<file path="src/rtl/spcc_pkg.sv">
/*
  Package for the pin, trigger and fast-clock calibration control bank:
  register offsets, field positions, reset values and state codes.
  Assumes a 16-bit register port with 8-bit register addresses.
*/
package spcc_pkg;

  localparam int ADDR_W = 8;
  localparam int DATA_W = 16;
  localparam int RATIO_W = 12;
  localparam int DIV_W = 16;

  // Register offsets
  localparam logic [7:0] OFS_CLK_RATIO = 8'h0A;
  localparam logic [7:0] OFS_FAST_TRIM = 8'h4D;
  localparam logic [7:0] OFS_PIN_SYNC_CONFIG = 8'h4F;
  localparam logic [7:0] OFS_PIN1_DRIVE_CAL_START = 8'h50;
  localparam logic [7:0] OFS_DATA_HOLD_CLOCK_GATE = 8'h5F;

  // Reset values, reserved storage included
  localparam logic [15:0] RST_FAST_TRIM = 16'h0098;
  localparam logic [15:0] RST_PIN_SYNC_CONFIG = 16'h2090;
  localparam logic [15:0] RST_PIN1_DRIVE_CAL_START = 16'h0000;
  localparam logic [15:0] RST_DATA_HOLD_CLOCK_GATE = 16'h0000;

  // Field positions
  localparam int POS_PIN_ONE_OE = 6;
  localparam int POS_PIN_ONE_IE = 5;
  localparam int POS_TRIG_SEL_LO = 2;
  localparam int POS_PIN_ZERO_IE = 1;
  localparam int POS_PIN_ONE_DRIVE_SEL = 6;
  localparam int POS_CAL_START = 5;
  localparam int POS_SLOT_B_FREEZE = 2;
  localparam int POS_SLOT_A_FREEZE = 1;
  localparam int POS_FAST_CLK_ON = 0;

  // Trigger select codes
  localparam logic [1:0] TRIG_INTERNAL = 2'h0;
  localparam logic [1:0] TRIG_PIN_ZERO = 2'h1;
  localparam logic [1:0] TRIG_PIN_ONE = 2'h2;

  // Fast-clock trim: default code, nominal rate, step per code
  localparam logic [8:0] TRIM_DEFAULT = 9'h098;
  localparam int FAST_NOMINAL_KHZ = 32000;
  localparam int TRIM_STEP_KHZ = 109;
  localparam int FREQ_W = 16;

  typedef enum logic [1:0] {
    SPCC_CAL_IDLE = 2'b00,
    SPCC_CAL_ALIGN = 2'b01,
    SPCC_CAL_COUNT = 2'b10
  } spcc_cal_e;

endpackage

</file>
<file path="src/rtl/spcc_ctrl.sv">
/*
  Pin, sample trigger and fast-clock calibration control bank with its
  registers, reached over a simple word register port from the host
  interface. Assumes oscillator tick pulses and the slot update strobes
  are on core_clk_i; the two auxiliary pins are asynchronous.
*/
// Operation
// - Trim code 00 slowest, 98 default, FF fastest, monotonic between.
// - Each trim step moves the nominal 32 MHz clock about 109 kHz.
// - Config bit 6 enables the pin one output driver.
// - Config bit 5 enables the pin one input buffer.
// - Config bit 1 enables the pin zero input buffer.
// - Trigger select 00 times samples from slow clock and divider.
// - Select 01 uses pin zero, 10 pin one; 11 reserved.
// - Drive select bit 6: 0 drives low, 1 drives power-down signal.
// - Rising calibration start computes clock ratio, readable at 0x0A.
// - Hold bit 2 freezes slot B data registers.
// - Hold bit 1 freezes slot A data registers.
// - Hold register bit 0 gates the 32 MHz digital clock.
`timescale 1ns/100ps
module spcc_ctrl #(
  parameter int RATIO_WIDTH = spcc_pkg::RATIO_W
) (
  // Clock and reset
  input wire logic core_clk_i,
  input wire logic srst_i,
  // Register port
  input wire logic reg_wr_i,
  input wire logic reg_rd_i,
  input wire logic [spcc_pkg::ADDR_W-1:0] reg_addr_i,
  input wire logic [spcc_pkg::DATA_W-1:0] reg_wdata_i,
  output logic [spcc_pkg::DATA_W-1:0] reg_rdata_o,
  // Auxiliary pins
  input wire logic aux_pin_zero_i,
  input wire logic aux_pin_one_i,
  output logic aux_pin_one_o,
  output logic aux_pin_one_oe_o,
  output logic pin_zero_level_o,
  output logic pin_one_level_o,
  // Front end
  input wire logic afe_power_down_i,
  input wire logic [spcc_pkg::DIV_W-1:0] sample_rate_divider_i,
  output logic sample_start_o,
  // Clocks
  input wire logic slow_tick_i,
  input wire logic fast_tick_i,
  output logic fast_clk_en_o,
  output logic [7:0] fast_clock_trim_o,
  output logic [spcc_pkg::FREQ_W-1:0] fast_clock_freq_khz_o,
  // Slot data updates
  input wire logic slot_a_update_i,
  input wire logic slot_b_update_i,
  output logic slot_a_write_o,
  output logic slot_b_write_o
);
  import spcc_pkg::*;

  typedef struct packed {
    // Register words
    logic [15:0] trim;
    logic [15:0] cfg;
    logic [15:0] drv;
    logic [15:0] hold;
    // Calibration
    logic [RATIO_WIDTH-1:0] ratio;
    logic [RATIO_WIDTH-1:0] fast_cnt;
    spcc_cal_e cal;
    logic cal_prev;
    // Trigger, pins and outputs
    logic [DIV_W+1:0] slow_cnt;
    logic [1:0] pin_prev;
    logic sample;
    logic [FREQ_W-1:0] freq;
    logic [15:0] rdata;
  } spcc_ctrl_s;

  spcc_ctrl_s st_q, st_d;
  logic [1:0] pin_raw;
  logic [1:0] pin_lvl;
  logic [1:0] trig_sel;
  logic [1:0] pin_en;
  logic [1:0] pin_rise;
  logic cal_bit;
  logic fast_on;
  logic [DIV_W+1:0] period;
  logic signed [17:0] trim_delta;
  logic signed [17:0] freq_calc;
  logic fast_inc;
  logic [RATIO_WIDTH-1:0] fast_next;
  logic [15:0] ratio_word;

  assign pin_raw = {aux_pin_one_i, aux_pin_zero_i};

  genvar gi;
  generate
    for (gi = 0; gi < 2; gi++)
    begin : g_pin_sync
      spcc_sync3 spcc_sync3_i (
        .core_clk_i(core_clk_i),
        .srst_i(srst_i),
        .pin_i(pin_raw[gi]),
        .level_o(pin_lvl[gi])
      );
    end
  endgenerate

  assign trig_sel = st_q.cfg[POS_TRIG_SEL_LO+1:POS_TRIG_SEL_LO];
  assign pin_en = {st_q.cfg[POS_PIN_ONE_IE], st_q.cfg[POS_PIN_ZERO_IE]};
  // Disabled input buffer reads as low and cannot trigger
  assign pin_rise = pin_lvl & pin_en & ~st_q.pin_prev;
  assign cal_bit = st_q.drv[POS_CAL_START];
  assign fast_on = st_q.hold[POS_FAST_CLK_ON];
  // Sample period is four slow ticks per divider count
  assign period = {sample_rate_divider_i, 2'b00};
  // Divider of zero stops internal sampling
  // Linear in the code, so the rate rises monotonically with it
  assign trim_delta = 18'(signed'({1'b0, st_q.trim[7:0]}))
    - 18'(signed'(TRIM_DEFAULT));
  assign freq_calc = 18'(FAST_NOMINAL_KHZ)
    + 18'(trim_delta * 18'(TRIM_STEP_KHZ));

  // Saturating count, so a long slow period cannot wrap
  assign fast_inc = fast_tick_i && fast_on && !(&st_q.fast_cnt);
  assign fast_next = st_q.fast_cnt + RATIO_WIDTH'(fast_inc);
  // Upper bits of the ratio word read as zero
  assign ratio_word = 16'(st_q.ratio);

  always_comb
  begin
    st_d = st_q;
    st_d.sample = 1'b0;
    st_d.pin_prev = pin_lvl & pin_en;
    st_d.cal_prev = cal_bit;
    st_d.freq = FREQ_W'(freq_calc);

    // Whole words stored, reserved bits kept as written
    if (reg_wr_i)
    begin
      case (reg_addr_i)
        OFS_FAST_TRIM:
        begin
          st_d.trim = reg_wdata_i;
        end
        OFS_PIN_SYNC_CONFIG:
        begin
          st_d.cfg = reg_wdata_i;
        end
        OFS_PIN1_DRIVE_CAL_START:
        begin
          st_d.drv = reg_wdata_i;
        end
        OFS_DATA_HOLD_CLOCK_GATE:
        begin
          st_d.hold = reg_wdata_i;
        end
        default:
        begin
          // Ratio word and unmapped offsets ignore writes
        end
      endcase
    end

    if (reg_rd_i)
    begin
      case (reg_addr_i)
        OFS_CLK_RATIO:
        begin
          st_d.rdata = ratio_word;
        end
        OFS_FAST_TRIM:
        begin
          st_d.rdata = st_q.trim;
        end
        OFS_PIN_SYNC_CONFIG:
        begin
          st_d.rdata = st_q.cfg;
        end
        OFS_PIN1_DRIVE_CAL_START:
        begin
          st_d.rdata = st_q.drv;
        end
        OFS_DATA_HOLD_CLOCK_GATE:
        begin
          st_d.rdata = st_q.hold;
        end
        default:
        begin
          st_d.rdata = 16'h0000;
        end
      endcase
    end

    // Sample trigger source
    case (trig_sel)
      TRIG_INTERNAL:
      begin
        if (slow_tick_i && period != '0)
        begin
          if (st_q.slow_cnt >= period - 1'b1)
          begin
            st_d.slow_cnt = '0;
            st_d.sample = 1'b1;
          end
          else
          begin
            st_d.slow_cnt = st_q.slow_cnt + 1'b1;
          end
        end
      end
      TRIG_PIN_ZERO:
      begin
        st_d.slow_cnt = '0;
        st_d.sample = pin_rise[0];
      end
      TRIG_PIN_ONE:
      begin
        st_d.slow_cnt = '0;
        st_d.sample = pin_rise[1];
      end
      default:
      begin
        // Reserved code produces no samples
        st_d.slow_cnt = '0;
      end
    endcase

    // Ratio: fast ticks over one slow period, started by a rising bit
    case (st_q.cal)
      SPCC_CAL_IDLE:
      begin
        if (cal_bit && !st_q.cal_prev)
        begin
          st_d.cal = SPCC_CAL_ALIGN;
        end
      end
      SPCC_CAL_ALIGN:
      begin
        st_d.fast_cnt = '0;
        if (slow_tick_i)
        begin
          st_d.cal = SPCC_CAL_COUNT;
        end
      end
      SPCC_CAL_COUNT:
      begin
        // Gated fast clock gives no ticks to count
        st_d.fast_cnt = fast_next;
        if (slow_tick_i)
        begin
          // Closing cycle's fast tick belongs to this period
          st_d.ratio = fast_next;
          st_d.cal = SPCC_CAL_IDLE;
        end
      end
      default:
      begin
        st_d.cal = SPCC_CAL_IDLE;
      end
    endcase
  end

  always_ff @(posedge core_clk_i)
  begin
    if (srst_i)
    begin
      st_q <= '0;
      st_q.trim <= RST_FAST_TRIM;
      st_q.cfg <= RST_PIN_SYNC_CONFIG;
      st_q.drv <= RST_PIN1_DRIVE_CAL_START;
      st_q.hold <= RST_DATA_HOLD_CLOCK_GATE;
      st_q.cal <= SPCC_CAL_IDLE;
      st_q.freq <= FREQ_W'(FAST_NOMINAL_KHZ);
    end
    else
    begin
      st_q <= st_d;
    end
  end

  assign reg_rdata_o = st_q.rdata;

  // Value always driven; the enable alone decides the pin
  assign aux_pin_one_oe_o = st_q.cfg[POS_PIN_ONE_OE];
  assign aux_pin_one_o = st_q.drv[POS_PIN_ONE_DRIVE_SEL]
    & afe_power_down_i;
  assign pin_zero_level_o = st_q.pin_prev[0];
  assign pin_one_level_o = st_q.pin_prev[1];

  assign sample_start_o = st_q.sample;
  assign fast_clk_en_o = fast_on;
  assign fast_clock_trim_o = st_q.trim[7:0];
  assign fast_clock_freq_khz_o = st_q.freq;

  assign slot_a_write_o = slot_a_update_i
    & ~st_q.hold[POS_SLOT_A_FREEZE];
  assign slot_b_write_o = slot_b_update_i
    & ~st_q.hold[POS_SLOT_B_FREEZE];

endmodule

</file>
<file path="src/rtl/spcc_sync3.sv">
/*
  Three-stage pin synchroniser; the output changes once the second and
  third stages agree. Assumes an asynchronous input and a synchronous
  active-high reset.
*/
`timescale 1ns/100ps
module spcc_sync3 (
  // Clock and reset
  input wire logic core_clk_i,
  input wire logic srst_i,
  // Pin and result
  input wire logic pin_i,
  output logic level_o
);
  import spcc_pkg::*;

  typedef struct packed {
    logic [2:0] stage;
    logic level;
  } spcc_sync_s;

  spcc_sync_s st_q, st_d;

  always_comb
  begin
    st_d = st_q;
    st_d.stage = {st_q.stage[1:0], pin_i};
    // Stage 0 is only read by stage 1
    if (st_q.stage[1] == st_q.stage[2])
    begin
      st_d.level = st_q.stage[2];
    end
  end

  always_ff @(posedge core_clk_i)
  begin
    if (srst_i)
    begin
      st_q <= '0;
    end
    else
    begin
      st_q <= st_d;
    end
  end

  assign level_o = st_q.level;

endmodule
</file>
<file path="config.mk">
export PLATFORM = sky130hd
export DESIGN_NAME = spcc_ctrl
export DESIGN_NICKNAME = d
export VERILOG_FILES = /design/src/rtl/spcc_pkg.sv /design/src/rtl/spcc_ctrl.sv /design/src/rtl/spcc_sync3.sv
export SDC_FILE = /design/constraint.sdc
export NUM_CORES = 1
export LEC_CHECK = 0
export ABC_AREA = 1
export BUFFER_PORTS_ARGS = -buffer_cell sky130_fd_sc_hd__buf_2
export CORE_MARGIN = 2
export CORE_UTILIZATION = 60
export CTS_CLUSTER_SIZE = 25
export DETAILED_ROUTE_END_ITERATION = 8
export PLACE_DENSITY = 0.91
export SYNTH_ARGS = -nofsm -noshare
export SYNTH_HDL_FRONTEND = slang
export SYNTH_SLANG_ARGS = --single-unit
export TNS_END_PERCENT = 30
</file>
<file path="constraint.sdc">
create_clock -name core_clk_i -period 6.15 [get_ports core_clk_i]
set_input_delay 0.3075 -clock core_clk_i [delete_from_list [all_inputs] [get_ports core_clk_i]]
set_output_delay 0.3075 -clock core_clk_i [all_outputs]
set_load 0.03 [all_outputs]
</file>
Yosys cells after proc, flatten, opt, wreduce, memory -nomap -nowiden
Index checks and enable logic that the tools add are counted.

word-level totals
  flip-flop bits (word level) = 152
  latch bits = 0
  memory bits (writable) = 0
  ROM bits = 0
  output and inout port bits = 48
  logic and storage cells = 75
  memories = 0

operators by class
  add/subtract/negate cells = 5
  multiply operators = 1
  divide/modulo/power cells = 0
  magnitude comparators = 1
  eq/ne operators = 14
  shift operators = 0
  multiplexer cells = 10
  bitwise gates (word level) = 9
  reductions and logical operators = 18

operators with widths
  kind                                                                   number
  16-bit one-hot mux with 5 select lines                                 1
  8-bit by 7-bit equality test with 1-bit output, second input constant  4
  12-bit one-hot mux with 2 select lines                                 1
  18-bit by 1-bit adder with 18-bit output, second input constant        1
  18-bit >= comparator                                                   1
  18-bit 2-to-1 mux                                                      1
  18-bit nonzero test                                                    1
  18-bit by 1-bit subtractor with 18-bit output, second input constant   1
  16-bit adder, first input constant                                     1
  9-bit by 8-bit multiplier with 16-bit output, second input constant    1
  12-bit by 1-bit adder with 12-bit output                               1
  12-bit AND reduction                                                   1
  2-bit AND reduction                                                    5
  8-bit by 8-bit subtractor with 9-bit output, second input constant     1
  8-bit by 4-bit equality test with 1-bit output, second input constant  1
  2-bit 2-to-1 mux                                                       3
  2-bit != test, second input constant                                   3
  2-bit one-hot mux with 3 select lines                                  1
  2-bit bitwise AND                                                      2
  2-bit by 1-bit equality test with 1-bit output, second input constant  2
  2-bit equality test, second input constant                             2
  1-bit logical AND                                                      4
  2-bit zero test                                                        2
  1-bit bitwise AND                                                      3
  9 further kinds                                                        14

Depth between registers and ports, before layout
  depth in word-level cells = 5
  depth in mapped cells = 20
  gate-level depth less buffers = 20

Hierarchy
A second synthesis with hierarchy kept.

unflattened totals
  cell total of the unflattened synthesis = 1251
  area total of the unflattened synthesis = 9168.8 sq um

by module, submodules not included
  module      instances  cells each  area an instance (sq um)  sequential area each (sq um)
  spcc_ctrl   1          1225        8926.1                    2882.8
  spcc_sync3  2          13          121.4                     80.1

Least setup slack after synthesis
No wires, ideal clock.

  path kind = flip-flop to flip-flop
  start point = register st_q (netlist bit fast_clock_trim_o[3])
  end point = register st_q (netlist bit fast_clock_freq_khz_o[12])
  setup time = 124 ps
  data arrival time = 4218 ps
  required time = 6026 ps
  setup slack = 1807 ps
  cell stages (with the launch flop) = 20
  path through = dfxtp_1 ha_1 xor2_1 inv_1 ha_1 inv_1 fa_1 inv_1 fa_1 inv_1 fa_1 inv_1 ha_1 a21oi_1 nand2_1 a21boi_0 nor2_1 nor2_1 xor2_1 nand2_1

on the way
  longest elaborated chain between the ends = 3

RTL lines
  element                                       RTL line          source
  start, declared                               spcc_ctrl.sv:77   spcc_ctrl_s st_q, st_d;
  start signal, assigned                        spcc_ctrl.sv:276  st_q <= st_d;
  8-bit by 8-bit subtractor with 9-bit output   spcc_ctrl.sv:118  - 18'(signed'(TRIM_DEFAULT));
  9-bit by 8-bit multiplier with 16-bit output  spcc_ctrl.sv:120  + 18'(trim_delta * 18'(TRIM_STEP_KHZ));
  16-bit adder                                  spcc_ctrl.sv:120

Every way passes these cells.
A chain may end at the register's enable or synchronous reset.

Final worst setup path
Same ends and word-level chain as after synthesis.

==> run_results.csv <==
group,metric,value,unit
detailed_routing,wire_per_inst,14.0,um
detailed_routing,routed_wirelength,20.9,mm
global_route,grt-ovfl-total,0,
global_route,antenna_found_initial,0,
yosys,synth_top_area_frac,0.330,
power,p_per_area,223,mW/mm^2
timing,tightest_slew,1010,ps
clock_network,holdBufCountCts,0,
timing,rsz0062_at_grt,"false",
detailed_routing,avgViaCountPerCell,5.42,
worst_setup_path,critical_path.startpoint,"fast_clock_trim_o[3]",
timing,finalCritPeriodShare,0.777,
yosys,synth_compound_area_frac,0.128,
worst_setup_path,cp.arrival,5080,ps
power,finalPower,2.22,mW
timing,final_max_slew_viol_count,0,
yosys,yosys.area.top_type,"dfxtp_1",
clock_network,clockBufferDepth,2,
yosys,ys.flop_type,"dfxtp_1",
global_route,grt_max_degree,76,
yosys,synth_edf_count,0,
cells_and_area,seqCellArea,0.00304,mm^2
placement,place.gp.congestion,0.903,
timing,fin_tns_setup,0,ps
yosys,ys_seq_area_frac,0.330,
yosys,syn_inst,1254,
worst_setup_path,end_kind,"register",
timing,hold_viol_final,0,
worst_setup_path,crit_type,"reg -> reg",
yosys,synth_xor_area_frac,0.0342,
cells_and_area,drive_gt1_frac,0.120,
yosys,synthArstFlopShare,0,
timing,clock_skew,10.1,ps
floorplanning,row_count,45,
global_route,grt_pass1_vias,7670,
global_route,grt.total_usage,0.262,
cells_and_area,layout_common_cells,"nand2_1 (228), inv_1 (176), dfxtp_1 (152)",
detailed_routing,ant_nets,0,
yosys,synthTopCellsByArea,"dfxtp_1 (33%), ha_1 (9.8%), nand2_1 (9.3%)",
cells_and_area,layout_commonest_cell,"nand2_1",
worst_setup_path,path_buf_inv,5,
placement,placed_area,0.00940,mm^2
worst_setup_path,r2r-start,"fast_clock_trim_o[3]",
timing,setup_viol,0,
clock_network,cts_tree,"yes",
detailed_routing,vias,8077,
timing,fmax,209,MHz
yosys,synth_nets,1401,
yosys,ys_ff_latch,152,
worst_setup_path,path_delay_family,"adder cells",
cells_and_area,diodes,0,
worst_setup_path,crit_path_cell_trace,"ha_1, xor2_1, inv_1, ha_1, inv_1, fa_1, inv_1, fa_1, inv_1, fa_1, inv_1, ha_1, a21oi_1, nand2_1, a21boi_0, nor2_1, nor2_1, xor2_1, nand2_1",
min_path,worstHoldPathType,"in -> reg",
clock_network,cts_buffers,17,
yosys,ys_warn_count,0,
yosys,synth_top_family_by_area,"simple AND/OR/NAND/NOR gates",
clock_network,clkLatencyLatePin,430,ps
clock_network,postCtsSetupBuffers,0,
clock_network,htreeDepth,4,
floorplanning,fp.dieH,128,um
floorplanning,die_area,0.0164,mm^2
placement,portBuffers,98,
worst_setup_path,slowest_delay,530,ps
cells_and_area,fillers,1263,
cells_and_area,fin_util,0.659,
yosys,yosys.area_share.simple,0.225,
yosys,netlist_area,0.00921,mm^2
cells_and_area,fin_area,0.00995,mm^2
global_route,grt_pass1_wl,35.0,mm
run,max_cap_violations,0,
yosys,synth_fa_ha_area_frac,0.150,
timing,maxSlewHeadroom,0.320,
timing,min_period,4780,ps
worst_setup_path,cp-start-kind,"register",
clock_network,cts_resized,0,
clock_network,cts_sinks,152,
floorplanning,die_x,128,um
power,p_leak,4.64,nW
worst_setup_path,cp_max_fo,7,
worst_setup_path,critPathRequiredTime,6450,ps
detailed_routing,drtIter0Drc,649,
floorplanning,core,0.0151,mm^2
worst_setup_path,crit_path_top_delay_cell,"fa_1",
outcome,status,"finished clean",
cells_and_area,multi_input_area,0.00494,mm^2
detailed_routing,drcViolationCount,0,
cells_and_area,area_growth,8.03,%
yosys,ys_types,41,
clock_network,clkTransAtPathRegs,70,ps
power,peakVddDrop,220,uV
yosys,synth.area.mux_share,0,
clock_network,cts-root-buf,"clkbuf_16",
cells_and_area,layout.nets,1437,
min_path,min-delay-start,"aux_pin_zero_i",
floorplanning,initial_core_util,0.610,
detailed_routing,drt_pass1_iterations,6,
yosys,syn_area_per_cell,7.34,um^2
placement,dp_hpwl,15.1,mm
floorplanning,ios,99,
worst_setup_path,crit_top_cell,"inv_1",
==> Yosys cell counts (12+ instances only) <==
cell / number
nand3_1: 91
xor2_1: 25
dfxtp_1: 152
ha_1: 72
nor2_1: 133
a21oi_1: 113
clkbuf_1: 23
buf_4: 41
fa_1: 24
nand2_1: 228
inv_1: 176
o21ai_0: 79
o221ai_1: 12
==> registers in the layout, indices dropped and copies added (netlist names) <==
signal,flops
aux_pin_one_oe_o,1
cal_bit,1
fast_clk_en_o,1
fast_clock_freq_khz_o,16
fast_clock_trim_o,8
g_pin_sync.spcc_sync3_i.level_o,2
g_pin_sync.spcc_sync3_i.st_d,4
g_pin_sync.spcc_sync3_i.st_q,2
pin_en,2
pin_one_level_o,1
pin_zero_level_o,1
ratio_word,12
reg_rdata_o,16
sample_start_o,1
st_q,84
==> logic make-up after synthesis <==
kind of cell,count (synthesis)
adder cells (fa/ha/maj),96
AO/OA/AOI/OAI,219
XOR/XNOR,36
flip-flops,152
buffers and inverters,263
AND/OR/NAND/NOR,488
==> report_power, final <==
| part | internal, mW | switching [mW] |
|---|---|---|
| sequential | 1.01 | 0.0162 |
| clock | 0.526 | 0.438 |
| combinational | 0.0706 | 0.160 |
| total | 1.61 | 0.614 |
==> tightest hold or removal path: stages <==
cell and delay, ps:
buf_2 80, inv_1 30, nor2_1 70
==> routing by layer <==
layer  up-vias  share of wire  GRT usage
met5         -              0          0
met4         0          0.031      0.104
met3        52          0.054     0.0513
met2       280           0.48      0.452
met1      3700           0.43      0.323
li1       4045              -          -
==> layout make-up <==
cell class	count	share of cell area
sequential	152	0.306
clock inverter	14	0.0116
tap	188	0.0236
multi-input combinational	839	0.497
clock buffer	18	0.0431
timing repair buffer	100	0.0508
inverter	180	0.0679
==> per-stage QoR <==
step,cells,hold slack (ps),worst slack (ps)
floorplan,1254,388,1810
global placement,1459,401,1600
detailed placement,1459,403,1410
CTS,1491,88.5,1380
global route,1491,100,999
finish,1491,91.2,1370
==> path summary, 6_finish.rpt <==
path / slack (ps) / depth (start not counted) / endpoint
min: 90 / 3 / g_pin_sync[0].spcc_sync3_i.st_d[2]
max: 1370 / 19 / fast_clock_freq_khz_o[12]
min reg2reg: 410 / 2 / g_pin_sync[1].spcc_sync3_i.st_d[3]
max reg2reg: 1370 / 19 / fast_clock_freq_khz_o[12]
Note: power is estimated with default switching activity, not from simulation.
